==> config.mk <==
export PLATFORM = sky130hd
export DESIGN_NAME = tsom_observe
export DESIGN_NICKNAME = d
export VERILOG_FILES = /design/src/tsom_pkg.sv /design/src/tsom_observe.sv /design/src/tsom_frame_strobes.sv /design/src/tsom_pin_mux.sv
export VERILOG_INCLUDE_DIRS = /design/src
export SDC_FILE = /design/constraint.sdc
export NUM_CORES = 1
export LEC_CHECK = 0
export ABC_AREA = 1
export BUFFER_PORTS_ARGS = -buffer_cell sky130_fd_sc_hd__buf_2
export CAP_MARGIN = 20
export CORE_MARGIN = 1
export CORE_UTILIZATION = 49
export DETAILED_ROUTE_END_ITERATION = 10
export GPL_TIMING_DRIVEN = 0
export HOLD_SLACK_MARGIN = 0.06
export PLACE_DENSITY = 0.81
export SYNTH_ARGS = -nofsm -noshare
export SYNTH_HDL_FRONTEND = slang
export SYNTH_HIERARCHICAL = 1
export SYNTH_SLANG_ARGS = --single-unit
==> constraint.sdc <==
create_clock -name clock_i -period 1.2 [get_ports clock_i]
set_input_delay 0.18 -clock clock_i [delete_from_list [all_inputs] [get_ports clock_i]]
set_output_delay 0.18 -clock clock_i [all_outputs]
set_load 0.1 [all_outputs]
==> src/tsom_cfg.svh <==
// constants for the test signal observation multiplexer
`ifndef TSOM_CFG_SVH
`define TSOM_CFG_SVH

// register indices; byte address is four times the index
`define TSOM_IDX_SELECT 16'h6328
`define TSOM_IDX_DAC1 16'h6329
`define TSOM_IDX_DAC2 16'h632A
`define TSOM_IDX_STATUS 16'h6330
`define TSOM_IDX_BUSBIT 16'h6331

// field positions
`define TSOM_SEL1_MSB 7
`define TSOM_SEL1_LSB 4
`define TSOM_SEL2_MSB 3
`define TSOM_SEL2_LSB 0
`define TSOM_DAC_MSB 5
`define TSOM_BUSBIT_MSB 2

// reset values
`define TSOM_SELECT_RST 8'h00
`define TSOM_DAC_RST 6'h00
`define TSOM_BUSBIT_RST 3'h0

`endif

==> src/tsom_pkg.sv <==
// types shared by the observation multiplexer files
`default_nettype none

package tsom_pkg;

	// source codes of each pin selector
	typedef enum logic [3:0] {
		TSOM_SRC_TRISTATE = 4'b0000,
		TSOM_SRC_OWN_DAC = 4'b0001,
		TSOM_SRC_FIRST_CORR = 4'b0010,
		TSOM_SRC_SECOND_CORR = 4'b0011,
		TSOM_SRC_MIN_LEVEL = 4'b0100,
		TSOM_SRC_ADC_I = 4'b0101,
		TSOM_SRC_ADC_Q = 4'b0110,
		TSOM_SRC_ADC_IQ = 4'b0111,
		TSOM_SRC_PROD_TEST = 4'b1000,
		TSOM_SRC_SIC_CLOCK = 4'b1001,
		TSOM_SRC_ERROR = 4'b1010,
		TSOM_SRC_LOW = 4'b1011,
		TSOM_SRC_TX_ACTIVE = 4'b1100,
		TSOM_SRC_RX_ACTIVE = 4'b1101,
		TSOM_SRC_SUBCARRIER = 4'b1110,
		TSOM_SRC_BUS_BIT = 4'b1111
	} tsom_source_type;

	// contactless bit rate
	typedef enum logic [1:0] {
		TSOM_RATE_106 = 2'b00,
		TSOM_RATE_212 = 2'b01,
		TSOM_RATE_424 = 2'b10
	} tsom_rate_type;

	// part of a frame the coder or decoder is in
	typedef enum logic [2:0] {
		TSOM_PH_IDLE = 3'b000,
		TSOM_PH_START = 3'b001,
		TSOM_PH_PREAMBLE = 3'b010,
		TSOM_PH_PRE_TAIL = 3'b011,
		TSOM_PH_SYNC = 3'b100,
		TSOM_PH_DATA = 3'b101,
		TSOM_PH_PARITY = 3'b110,
		TSOM_PH_CRC = 3'b111
	} tsom_phase_type;

endpackage : tsom_pkg

`default_nettype wire

==> src/tsom_observe.sv <==
// observation multiplexer top: register slave and two pin selectors
//
// The Avalon-MM register port was decided locally.
`timescale 1ns/1ns
`default_nettype none
`include "tsom_cfg.svh"

module tsom_observe #(
	parameter int DAC_W = 6,
	parameter int ADC_W = 4,
	parameter int BUS_W = 8,
	parameter int ADDR_W = 18
) (
	input wire logic clock_i,
	input wire logic rst_i,
	// register bus, byte addressed
	input wire logic [ADDR_W-1:0] avs_address_i,
	input wire logic avs_read_i,
	input wire logic avs_write_i,
	input wire logic [31:0] avs_writedata_i,
	input wire logic [3:0] avs_byteenable_i,
	output logic [31:0] avs_readdata_o,
	output logic avs_waitrequest_o,
	// internal sources
	input wire logic [DAC_W-1:0] first_correlator_out_i,
	input wire logic [DAC_W-1:0] second_correlator_out_i,
	input wire logic [DAC_W-1:0] minimum_level_threshold_i,
	input wire logic [ADC_W-1:0] adc_i_sample_i,
	input wire logic [ADC_W-1:0] adc_q_sample_i,
	input wire logic production_test_i,
	input wire logic sic_clock_i,
	input wire logic error_indicator_bit_i,
	input wire tsom_pkg::tsom_rate_type rate_i,
	input wire tsom_pkg::tsom_phase_type tx_phase_i,
	input wire tsom_pkg::tsom_phase_type rx_phase_i,
	input wire logic [BUS_W-1:0] test_bus_i,
	// first observation pin
	output logic first_observe_pin_oe_o,
	output logic first_observe_pin_level_o,
	output logic first_observe_pin_dac_enable_o,
	output logic [DAC_W-1:0] first_observe_pin_dac_code_o,
	// second observation pin
	output logic second_observe_pin_oe_o,
	output logic second_observe_pin_level_o,
	output logic second_observe_pin_dac_enable_o,
	output logic [DAC_W-1:0] second_observe_pin_dac_code_o
);

	localparam int NPINS = 2;

	// register state
	logic [7:0] observe_pin_select_q;
	logic [DAC_W-1:0] first_test_dac_value_q;
	logic [DAC_W-1:0] second_test_dac_value_q;
	logic [`TSOM_BUSBIT_MSB:0] test_bus_bit_choice_q;

	// bus decode
	logic [15:0] reg_index;
	logic wr_low_byte;
	logic hit_select;
	logic hit_dac1;
	logic hit_dac2;
	logic hit_status;
	logic hit_busbit;
	logic read_pending_q;
	logic [31:0] read_word_d;
	logic [31:0] readdata_q;

	// shared sources for both pins
	logic tx_strobe;
	logic rx_strobe;
	logic sc_strobe;
	logic bus_bit_q;

	// per-pin signals, index 0 is the first pin
	logic [3:0] pin_select [NPINS];
	logic [DAC_W-1:0] pin_own_dac [NPINS];
	logic pin_oe [NPINS];
	logic pin_level [NPINS];
	logic pin_dac_en [NPINS];
	logic [DAC_W-1:0] pin_code [NPINS];

	// low two address bits are lane offsets inside the word
	assign reg_index = 16'(avs_address_i[ADDR_W-1:2]);
	assign hit_select = (reg_index == `TSOM_IDX_SELECT);
	assign hit_dac1 = (reg_index == `TSOM_IDX_DAC1);
	assign hit_dac2 = (reg_index == `TSOM_IDX_DAC2);
	assign hit_status = (reg_index == `TSOM_IDX_STATUS);
	assign hit_busbit = (reg_index == `TSOM_IDX_BUSBIT);

	// all registers fit in eight bits and live in byte lane 0
	assign wr_low_byte = avs_write_i && avs_byteenable_i[0];

	// writes complete at once; reads wait one cycle for registered data
	assign avs_waitrequest_o = avs_read_i && !read_pending_q;
	assign avs_readdata_o = readdata_q;

	// selector register; each nibble steers only its own pin
	// write applies next edge
	always_ff @(posedge clock_i or posedge rst_i) begin
		if (rst_i) begin
			observe_pin_select_q <= `TSOM_SELECT_RST;
		end else if (wr_low_byte && hit_select) begin
			observe_pin_select_q <= avs_writedata_i[7:0];
		end
	end

	// first dac value; upper bits of the byte are not stored
	// six stored bits
	always_ff @(posedge clock_i or posedge rst_i) begin
		if (rst_i) begin
			first_test_dac_value_q <= `TSOM_DAC_RST;
		end else if (wr_low_byte && hit_dac1) begin
			first_test_dac_value_q <= avs_writedata_i[`TSOM_DAC_MSB:0];
		end
	end

	// second dac value, same layout as the first
	always_ff @(posedge clock_i or posedge rst_i) begin
		if (rst_i) begin
			second_test_dac_value_q <= `TSOM_DAC_RST;
		end else if (wr_low_byte && hit_dac2) begin
			second_test_dac_value_q <= avs_writedata_i[`TSOM_DAC_MSB:0];
		end
	end

	// test bus bit choice
	always_ff @(posedge clock_i or posedge rst_i) begin
		if (rst_i) begin
			test_bus_bit_choice_q <= `TSOM_BUSBIT_RST;
		end else if (wr_low_byte && hit_busbit) begin
			test_bus_bit_choice_q <= avs_writedata_i[`TSOM_BUSBIT_MSB:0];
		end
	end

	// read mux; unmapped indices and reserved bits read as zero
	always_comb begin
		read_word_d = 32'h0000_0000;
		if (hit_select) begin
			read_word_d[7:0] = observe_pin_select_q;
		end
		if (hit_dac1) begin
			read_word_d[`TSOM_DAC_MSB:0] = first_test_dac_value_q;
		end
		if (hit_dac2) begin
			read_word_d[`TSOM_DAC_MSB:0] = second_test_dac_value_q;
		end
		if (hit_busbit) begin
			read_word_d[`TSOM_BUSBIT_MSB:0] = test_bus_bit_choice_q;
		end
		// live pin state so software can confirm what the pins carry
		if (hit_status) begin
			read_word_d[0] = pin_oe[0];
			read_word_d[1] = pin_level[0];
			read_word_d[2] = pin_dac_en[0];
			read_word_d[3] = pin_oe[1];
			read_word_d[4] = pin_level[1];
			read_word_d[5] = pin_dac_en[1];
		end
	end

	// read handshake: capture in the waited cycle, release next edge
	always_ff @(posedge clock_i or posedge rst_i) begin
		if (rst_i) begin
			read_pending_q <= 1'b0;
		end else begin
			read_pending_q <= avs_read_i && !read_pending_q;
		end
	end

	// read data held until the next read captures
	always_ff @(posedge clock_i or posedge rst_i) begin
		if (rst_i) begin
			readdata_q <= 32'h0000_0000;
		end else if (avs_read_i && !read_pending_q) begin
			readdata_q <= read_word_d;
		end
	end

	// pick one test bus bit; registered to match the frame strobes
	// bus bit pick
	always_ff @(posedge clock_i or posedge rst_i) begin
		if (rst_i) begin
			bus_bit_q <= 1'b0;
		end else begin
			bus_bit_q <= test_bus_i[test_bus_bit_choice_q];
		end
	end

	// frame strobes shared by both pins
	tsom_frame_strobes u_strobes (
		.clock_i(clock_i),
		.rst_i(rst_i),
		.rate_i(rate_i),
		.tx_phase_i(tx_phase_i),
		.rx_phase_i(rx_phase_i),
		.transmit_active_strobe_o(tx_strobe),
		.receive_active_strobe_o(rx_strobe),
		.subcarrier_strobe_o(sc_strobe)
	);

	// selector nibble and dac value per pin
	// first pin nibble
	assign pin_select[0] = observe_pin_select_q[`TSOM_SEL1_MSB:`TSOM_SEL1_LSB];
	assign pin_select[1] = observe_pin_select_q[`TSOM_SEL2_MSB:`TSOM_SEL2_LSB];
	assign pin_own_dac[0] = first_test_dac_value_q;
	assign pin_own_dac[1] = second_test_dac_value_q;

	// one selector per pin, identical code table
	generate
		for (genvar p = 0; p < NPINS; p++) begin : g_pin
			tsom_pin_mux #(
				.DAC_W(DAC_W),
				.ADC_W(ADC_W)
			) u_mux (
				.clock_i(clock_i),
				.rst_i(rst_i),
				.select_i(pin_select[p]),
				.own_dac_i(pin_own_dac[p]),
				.first_correlator_out_i(first_correlator_out_i),
				.second_correlator_out_i(second_correlator_out_i),
				.minimum_level_threshold_i(minimum_level_threshold_i),
				.adc_i_sample_i(adc_i_sample_i),
				.adc_q_sample_i(adc_q_sample_i),
				.production_test_i(production_test_i),
				.sic_clock_i(sic_clock_i),
				.error_indicator_bit_i(error_indicator_bit_i),
				.transmit_active_strobe_i(tx_strobe),
				.receive_active_strobe_i(rx_strobe),
				.subcarrier_strobe_i(sc_strobe),
				.test_bus_bit_i(bus_bit_q),
				.pin_oe_o(pin_oe[p]),
				.pin_level_o(pin_level[p]),
				.dac_enable_o(pin_dac_en[p]),
				.dac_code_o(pin_code[p])
			);
		end
	endgenerate

	// first pin outputs
	assign first_observe_pin_oe_o = pin_oe[0];
	assign first_observe_pin_level_o = pin_level[0];
	assign first_observe_pin_dac_enable_o = pin_dac_en[0];
	assign first_observe_pin_dac_code_o = pin_code[0];

	// second pin outputs
	assign second_observe_pin_oe_o = pin_oe[1];
	assign second_observe_pin_level_o = pin_level[1];
	assign second_observe_pin_dac_enable_o = pin_dac_en[1];
	assign second_observe_pin_dac_code_o = pin_code[1];

endmodule : tsom_observe

`default_nettype wire

==> src/tsom_frame_strobes.sv <==
// frame activity strobes derived from frame phase and bit rate
`timescale 1ns/1ns
`default_nettype none

module tsom_frame_strobes (
	input wire logic clock_i,
	input wire logic rst_i,
	input wire tsom_pkg::tsom_rate_type rate_i,
	input wire tsom_pkg::tsom_phase_type tx_phase_i,
	input wire tsom_pkg::tsom_phase_type rx_phase_i,
	output logic transmit_active_strobe_o,
	output logic receive_active_strobe_o,
	output logic subcarrier_strobe_o
);

	logic slow;
	logic tx_d;
	logic rx_d;
	logic sc_d;

	assign slow = (rate_i == tsom_pkg::TSOM_RATE_106);

	// transmit window, framing differs between slow and fast rates
	// transmit window shaping
	always_comb begin
		case (tx_phase_i)
			tsom_pkg::TSOM_PH_START: tx_d = slow;
			tsom_pkg::TSOM_PH_PARITY: tx_d = slow;
			tsom_pkg::TSOM_PH_PREAMBLE: tx_d = !slow;
			tsom_pkg::TSOM_PH_PRE_TAIL: tx_d = !slow;
			tsom_pkg::TSOM_PH_SYNC: tx_d = !slow;
			tsom_pkg::TSOM_PH_DATA: tx_d = 1'b1;
			tsom_pkg::TSOM_PH_CRC: tx_d = 1'b1;
			default: tx_d = 1'b0;
		endcase
	end

	// receive window; parity only exists at the slow rate
	// receive window shaping
	always_comb begin
		case (rx_phase_i)
			tsom_pkg::TSOM_PH_PARITY: rx_d = slow;
			tsom_pkg::TSOM_PH_DATA: rx_d = 1'b1;
			tsom_pkg::TSOM_PH_CRC: rx_d = 1'b1;
			default: rx_d = 1'b0;
		endcase
	end

	// subcarrier seen from preamble tail on; held low at the slow rate
	// subcarrier window shaping
	always_comb begin
		case (rx_phase_i)
			tsom_pkg::TSOM_PH_PRE_TAIL: sc_d = !slow;
			tsom_pkg::TSOM_PH_SYNC: sc_d = !slow;
			tsom_pkg::TSOM_PH_DATA: sc_d = !slow;
			tsom_pkg::TSOM_PH_CRC: sc_d = !slow;
			default: sc_d = 1'b0;
		endcase
	end

	// registered so the pins never see decode glitches
	always_ff @(posedge clock_i or posedge rst_i) begin
		if (rst_i) begin
			transmit_active_strobe_o <= 1'b0;
			receive_active_strobe_o <= 1'b0;
			subcarrier_strobe_o <= 1'b0;
		end else begin
			transmit_active_strobe_o <= tx_d;
			receive_active_strobe_o <= rx_d;
			subcarrier_strobe_o <= sc_d;
		end
	end

endmodule : tsom_frame_strobes

`default_nettype wire

==> src/tsom_pin_mux.sv <==
// source selection for one observation pin
`timescale 1ns/1ns
`default_nettype none

module tsom_pin_mux #(
	parameter int DAC_W = 6,
	parameter int ADC_W = 4
) (
	input wire logic clock_i,
	input wire logic rst_i,
	input wire logic [3:0] select_i,
	input wire logic [DAC_W-1:0] own_dac_i,
	input wire logic [DAC_W-1:0] first_correlator_out_i,
	input wire logic [DAC_W-1:0] second_correlator_out_i,
	input wire logic [DAC_W-1:0] minimum_level_threshold_i,
	input wire logic [ADC_W-1:0] adc_i_sample_i,
	input wire logic [ADC_W-1:0] adc_q_sample_i,
	input wire logic production_test_i,
	input wire logic sic_clock_i,
	input wire logic error_indicator_bit_i,
	input wire logic transmit_active_strobe_i,
	input wire logic receive_active_strobe_i,
	input wire logic subcarrier_strobe_i,
	input wire logic test_bus_bit_i,
	output logic pin_oe_o,
	output logic pin_level_o,
	output logic dac_enable_o,
	output logic [DAC_W-1:0] dac_code_o
);

	logic oe_d;
	logic level_d;
	logic dac_en_d;
	logic [DAC_W-1:0] code_d;
	logic [DAC_W-1:0] adc_i_wide;
	logic [DAC_W-1:0] adc_q_wide;
	logic [DAC_W-1:0] adc_sum;

	// adc samples sit in the top of the dac range; the sum is halved
	assign adc_i_wide = {adc_i_sample_i, {(DAC_W-ADC_W){1'b0}}};
	assign adc_q_wide = {adc_q_sample_i, {(DAC_W-ADC_W){1'b0}}};
	assign adc_sum = DAC_W'((({1'b0, adc_i_wide} + {1'b0, adc_q_wide}) >> 1));

	// decode the selector into drive enable, level and dac code
	always_comb begin
		oe_d = 1'b1;
		level_d = 1'b0;
		dac_en_d = 1'b0;
		code_d = '0;
		case (tsom_pkg::tsom_source_type'(select_i))
			tsom_pkg::TSOM_SRC_TRISTATE: oe_d = 1'b0;
			tsom_pkg::TSOM_SRC_OWN_DAC: begin
				dac_en_d = 1'b1;
				code_d = own_dac_i;
			end
			tsom_pkg::TSOM_SRC_FIRST_CORR: begin
				dac_en_d = 1'b1;
				code_d = first_correlator_out_i;
			end
			tsom_pkg::TSOM_SRC_SECOND_CORR: begin
				dac_en_d = 1'b1;
				code_d = second_correlator_out_i;
			end
			tsom_pkg::TSOM_SRC_MIN_LEVEL: begin
				dac_en_d = 1'b1;
				code_d = minimum_level_threshold_i;
			end
			tsom_pkg::TSOM_SRC_ADC_I: begin
				dac_en_d = 1'b1;
				code_d = adc_i_wide;
			end
			tsom_pkg::TSOM_SRC_ADC_Q: begin
				dac_en_d = 1'b1;
				code_d = adc_q_wide;
			end
			tsom_pkg::TSOM_SRC_ADC_IQ: begin
				dac_en_d = 1'b1;
				code_d = adc_sum;
			end
			tsom_pkg::TSOM_SRC_PROD_TEST: level_d = production_test_i;
			// companion clock, seen at sample rate only
			tsom_pkg::TSOM_SRC_SIC_CLOCK: level_d = sic_clock_i;
			tsom_pkg::TSOM_SRC_ERROR: level_d = error_indicator_bit_i;
			tsom_pkg::TSOM_SRC_LOW: level_d = 1'b0;
			tsom_pkg::TSOM_SRC_TX_ACTIVE: level_d = transmit_active_strobe_i;
			tsom_pkg::TSOM_SRC_RX_ACTIVE: level_d = receive_active_strobe_i;
			tsom_pkg::TSOM_SRC_SUBCARRIER: level_d = subcarrier_strobe_i;
			tsom_pkg::TSOM_SRC_BUS_BIT: level_d = test_bus_bit_i;
			default: oe_d = 1'b0;
		endcase
	end

	always_ff @(posedge clock_i or posedge rst_i) begin
		if (rst_i) begin
			pin_oe_o <= 1'b0;
			pin_level_o <= 1'b0;
			dac_enable_o <= 1'b0;
			dac_code_o <= '0;
		end else begin
			pin_oe_o <= oe_d;
			pin_level_o <= level_d;
			dac_enable_o <= dac_en_d;
			dac_code_o <= code_d;
		end
	end

endmodule : tsom_pin_mux

`default_nettype wire

* After elaboration in Yosys (flattened, before gate mapping)
Index checks and enable logic that the tools add are counted. W data, S select, Z words.
Storage, ports and cells: output and inout port bits 51, input port bits 103, word-level logic and storage cells 101, flip-flop bits (word level) 54
Cells by class: equality and inequality tests 45, add/sub/neg operators 1, mux-type cells 18, $lt $le $gt $ge 1, reduce and logical (&&, ||, !) cells 18
Operators by type and width (count):
- $pmux W6 S7 | 2
- $eq A16 B15 Y1 const B | 5
- $eq A4 B4 Y1 const B | 14
- $eq A4 B3 Y1 const B | 8
- $eq A3 B3 Y1 const B | 8
- $mux W6 | 3
- $eq A4 B2 Y1 const B | 4
- $pmux W1 S7 | 2
- $reduce_or A7 Y1 | 2
- $eq A3 B2 Y1 const B | 3
- $eq A4 B1 Y1 const B | 2
- $logic_not A4 Y1 | 2
- $mux W8 | 1
- $add A6 B6 Y7 | 1
- $logic_and A1 B1 Y1 | 6
- $mux W1 | 6
- $reduce_or A2 Y1 | 3
- $lt A3 B4 Y1 const B | 1
- $reduce_or A4 Y1 | 1
- $bmux W1 S3 | 1
- $eq A3 B1 Y1 const B | 1
- $mux W3 | 1
- $pmux W1 S3 | 1
- $reduce_or A3 Y1 | 1
- 3 further kinds | 4

* Longest topological paths before layout
word-level depth 6, depth in mapped cells 11, mapped depth without buffers 11

* Modules after synthesis
Netlist, hierarchy kept.
Modules (own cells, without submodules):
- tsom_observe | area an instance 1969.4 sq um, instances 1, cells an instance 258, seq. area each 825.8 sq um
- tsom_pin_mux | area an instance 853.3 sq um, instances 2, cells an instance 142, seq. area each 225.2 sq um
- tsom_frame_strobes | area an instance 176.4 sq um, instances 1, cells an instance 26, seq. area each 75.1 sq um

* Worst setup path before layout
Ideal clock, no wire load.
path kind register to register, from reg read_pending_q, to reg readdata_q[1], in the netlist avs_readdata_o[1], setup slack -0.949 ns, stages on the path, launching flop included 6, buffers on the path 0, required time 1.132 ns, arrival time 2.082 ns, clock period less this slack 2.149 ns, cell sequence dfrtp_1 nor2_2 clkinv_1 nor2_1 nand2_1 nand2_1
Between the ends: word-level cells in the longest chain between the ends 2
Ends and longest elaborated chain:
- from (decl) | RTL line tsom_observe.sv:65 | logic read_pending_q;
- from (signal assigned) | RTL line tsom_observe.sv:167 | read_pending_q <= avs_read_i && !read_pending_q;
- $logic_not A1 Y1
- $logic_and A1 B1 Y1
- via avs_waitrequest_o | RTL line tsom_observe.sv:23 | output logic avs_waitrequest_o,
- to (signal assigned) | RTL line tsom_observe.sv:176 | readdata_q <= read_word_d;
- to (decl) | RTL line tsom_observe.sv:67 | logic [31:0] readdata_q;
The timed path passes the listed nets, and every way through them passes these cells. A chain may end at the register's enable or synchronous reset.

* Worst setup path after layout
from reg read_pending_q, to out avs_waitrequest_o
Between the ends: word-level cells in the longest chain between the ends 2
Ends and longest elaborated chain:
- $logic_not A1 Y1 | RTL line tsom_observe.sv:95 | assign avs_waitrequest_o = avs_read_i && !read_pending_q;
- $logic_and A1 B1 Y1 | RTL line tsom_observe.sv:95
- to (decl) | RTL line tsom_observe.sv:23
Every way passes these cells.

==> summary.txt <==
Floorplanning
  • IO Pins: 154
  • Core area: 7410 µm²
  • Die ar.: 8220 µm²
  • Initial Util: 52.0%
  • Die extent in x: 90.7 µm
  • Row Count: 31
  • Die height: 90.7 µm

Outcome
  • Status: complete, but fails checks
  • Failing checks: setup timing

CTS
  • Clock Latency Late Sink: 0.33 ns
  • Clock transition at path regs: 0.12 ns
  • Sink Count: 54
  • Clock Path Buffers: 2
  • Root buffer cell: clkbuf_8
  • Total CTS buffers: 5
  • H-tree Lvls: 2
  • CTS tree: yes

Min path
  • Worst hold-check path type: in -> reg
  • Min-Delay Startpoint: avs_writedata_i[7]

Finish
  • # fillers: 624
  • Footprint of the multi-input gates: 2340 µm²
  • Nets: 822
  • Synth-to-layout area growth: 34.7%
  • Antenna Cells: 0
  • Share of cells above drive strength 1: 35.4%
  • FF+latch area: 1360 µm²

Power
  • Total power per unit cell area: 745 nW/µm²
  • VDD IR-drop max: 0.000430 V
  • Leak Pwr: 2.91 nW

Global routing
  • Tot GR Track Use: 27.0%
  • Vias in the first global route: 3878
  • Largest net degree at the start of global routing: 20
  • First-pass GRT wire length: 17.8 mm
  • Overflow after GRT: 0
  • Initial antenna violation count: 0

Timing
  • Unrepaired setup endpoints after global routing: true
  • Setup violators final: 9
  • Setup TNS: -0.226 ns
  • Hold Vio Cnt, Final: 0
  • Clock Skew: 0.0225 ns
  • Max Clk Rate: 0.795 GHz
  • Final period util: 105%
  • Hold Slack: 0.0838 ns
  • Fin. max-slew vios: 0
  • Setup ws final: -0.0584 ns
  • Minimum clock period: 1.26 ns

Yosys
  • Count of mapped cells out of synthesis: 568
  • Register area share after synthesis: 35.1%
  • Ys Warns: 6
  • Yosys cell types: 29
  • Avg Cell Area, Syn: 6.78 µm²
  • Flops & latches, synth: 54
  • Mapped Area: 3850 µm²

Drt
  • Residual DRC count: 0
  • Drt wl/cell: 13.9 µm
  • Post-route ant nets: 0
  • Vias/cell: 5.18
  • DR iter-0 viols: 335
  • Total routed wirelength: 11.3 mm
  • 1st-pass router iterations: 5
  • Via count: 4192

Placed design
  • DP HPWL: 8.50 mm
  • IO Port Bufs: 100
  • GPL Wtd Cong: 0.941

Worst setup path
  • CP max FO: 2
  • Crit path DAT: 1.08 ns
  • Worst reg2reg setup slack: -0.05 ns
  • Startpoint Class: flip-flop
  • Critical path class: reg -> out
  • Critical Path Source: read_pending_q
  • Required @ worst endpoint: 1.02 ns
  • Worst Setup End Kind: output pin
  • R2R Path Start: observe_pin_select_q[1]

Flow run
  • Max Cap Viol: 0
[final cells by class]
cell class / count / area share, %
multi-input combinational: 437 / 45.0
sequential: 54 / 26.3
timing repair buffer: 112 / 14.5
inverter: 71 / 5.69
buffer: 28 / 4.27
tap: 99 / 2.39
clock buffer: 5 / 1.33
clock inverter: 3 / 0.555
[cell usage in the layout, fill, tap and decap left out, types with 3 or more instances in the layout]
master    Yosys  layout
a21oi_1       9       9
buf_2         2      73
buf_4        24      46
buf_6         3      15
clkbuf_8      0       5
clkinv_4      0       3
conb_1        1      24
dfrtp_1      54      45
dfrtp_2       0       9
ha_1          8       6
inv_1        68      55
inv_2         2       9
inv_4         0       3
nand2_1     201     191
nand2_2       9      12
nand2_4       3       8
nand3_1      65      63
nand4_1       5       5
nor2_1       50      38
nor2_2       17      14
nor2_4        6      21
nor3_1        3       3
o21ai_0      13      12
o21ai_2      12      13
[critical path, cell delays in order (launching register included)]
cell	delay, ns
dfrtp_1	0.43
nor2_4	0.13
buf_12	0.19
[worst paths after layout]
check	endpoint	cells after the start
max	avs_waitrequest_o	2
min	observe_pin_select_q[7]	3
max reg2reg	g_pin[1].u_mux/dac_code_o[2]	7
min reg2reg	avs_readdata_o[6]	2
max in group asynchronous	observe_pin_select_q[3]	4
min in group asynchronous	u_strobes/receive_active_strobe_o	3
[cells in the mapped netlist]
cell,instances,area [µm²]
fa_1,2,40.0
inv_1,68,255
buf_2,2,10.0
a21oi_1,9,45.0
o32ai_1,2,17.5
o21ai_1,1,5.00
and3_1,2,12.5
o21ai_2,12,105
inv_2,2,7.51
nor2_4,6,67.6
nand3b_1,1,7.51
nor3_1,3,15.0
nand2_1,201,754
nor3_2,1,10.0
o21ai_0,13,65.1
nor2_1,50,188
nand3_1,65,325
nand2_2,9,56.3
clkinv_1,1,3.75
nor2_2,17,106
buf_6,3,33.8
nor3b_1,2,15.0
and2_1,1,6.26
buf_4,24,180
nand2_4,3,33.8
conb_1,1,3.75
ha_1,8,100
nand4_1,5,31.3
dfrtp_1,54,1350
[registers in the layout (all words and copies together), names as in the netlist, 2 cells and up]
name                      cells
g_pin.u_mux/pin_oe_o          2
g_pin.u_mux/dac_enable_o      2
observe_pin_select_q          8
first_test_dac_value_q        6
test_bus_bit_choice_q         3
avs_readdata_o                8
g_pin.u_mux/dac_code_o       12
second_test_dac_value_q       6
g_pin.u_mux/pin_level_o       2
[stage by stage]
stage	setup slack [ns]	cells	utilization, %	power (mW)	cell area, µm²
final	-0.0584	809	70.0	3.86	5190
after detailed placement	-0.325	791	63.0	2.75	4660
after global placement	-0.277	790	62.6	2.72	4640
after global routing	-0.107	809	70.0	4.01	5190
after floorplan	-0.222	591	-	2.51	4010
after CTS	-0.0678	806	67.1	3.83	4970
[what timing repair did]
action | CTS | global route
hold endpoints to repair | 37 | 0
pin swaps | 5 | 22
resized for setup | 58 | 58
setup endpoints to repair | 41 | 64
hold buffers | 1 | 0
buffers inserted | 6 | 4
[kinds of logic after synthesis]
group	synth area share, %
AND/OR/NAND/NOR	42.3
flip-flops	35.1
AO/OA/AOI/OAI	6.17
adder cells (fa/ha/maj)	3.64
other	0.0973
buffers and inverters	12.7
[power by group]
part / switching, mW / internal [mW]
Sequential: 0.00963 / 1.83
Combinational: 0.656 / 0.260
Clock: 0.673 / 0.434
Total: 1.34 / 2.53
[routing by layer]
layer | track usage, % | routed length, µm | vias up | part of all wire, %
met5 | 0 | 0 | - | 0
met1 | 31.8 | 4510 | 1941 | 40
met4 | 12.6 | 454 | 0 | 4.0
met3 | 3.11 | 677 | 40 | 6.0
li1 | - | - | 2019 | -
met2 | 48.7 | 5620 | 192 | 50
Note: power is estimated with default switching activity, not from simulation.
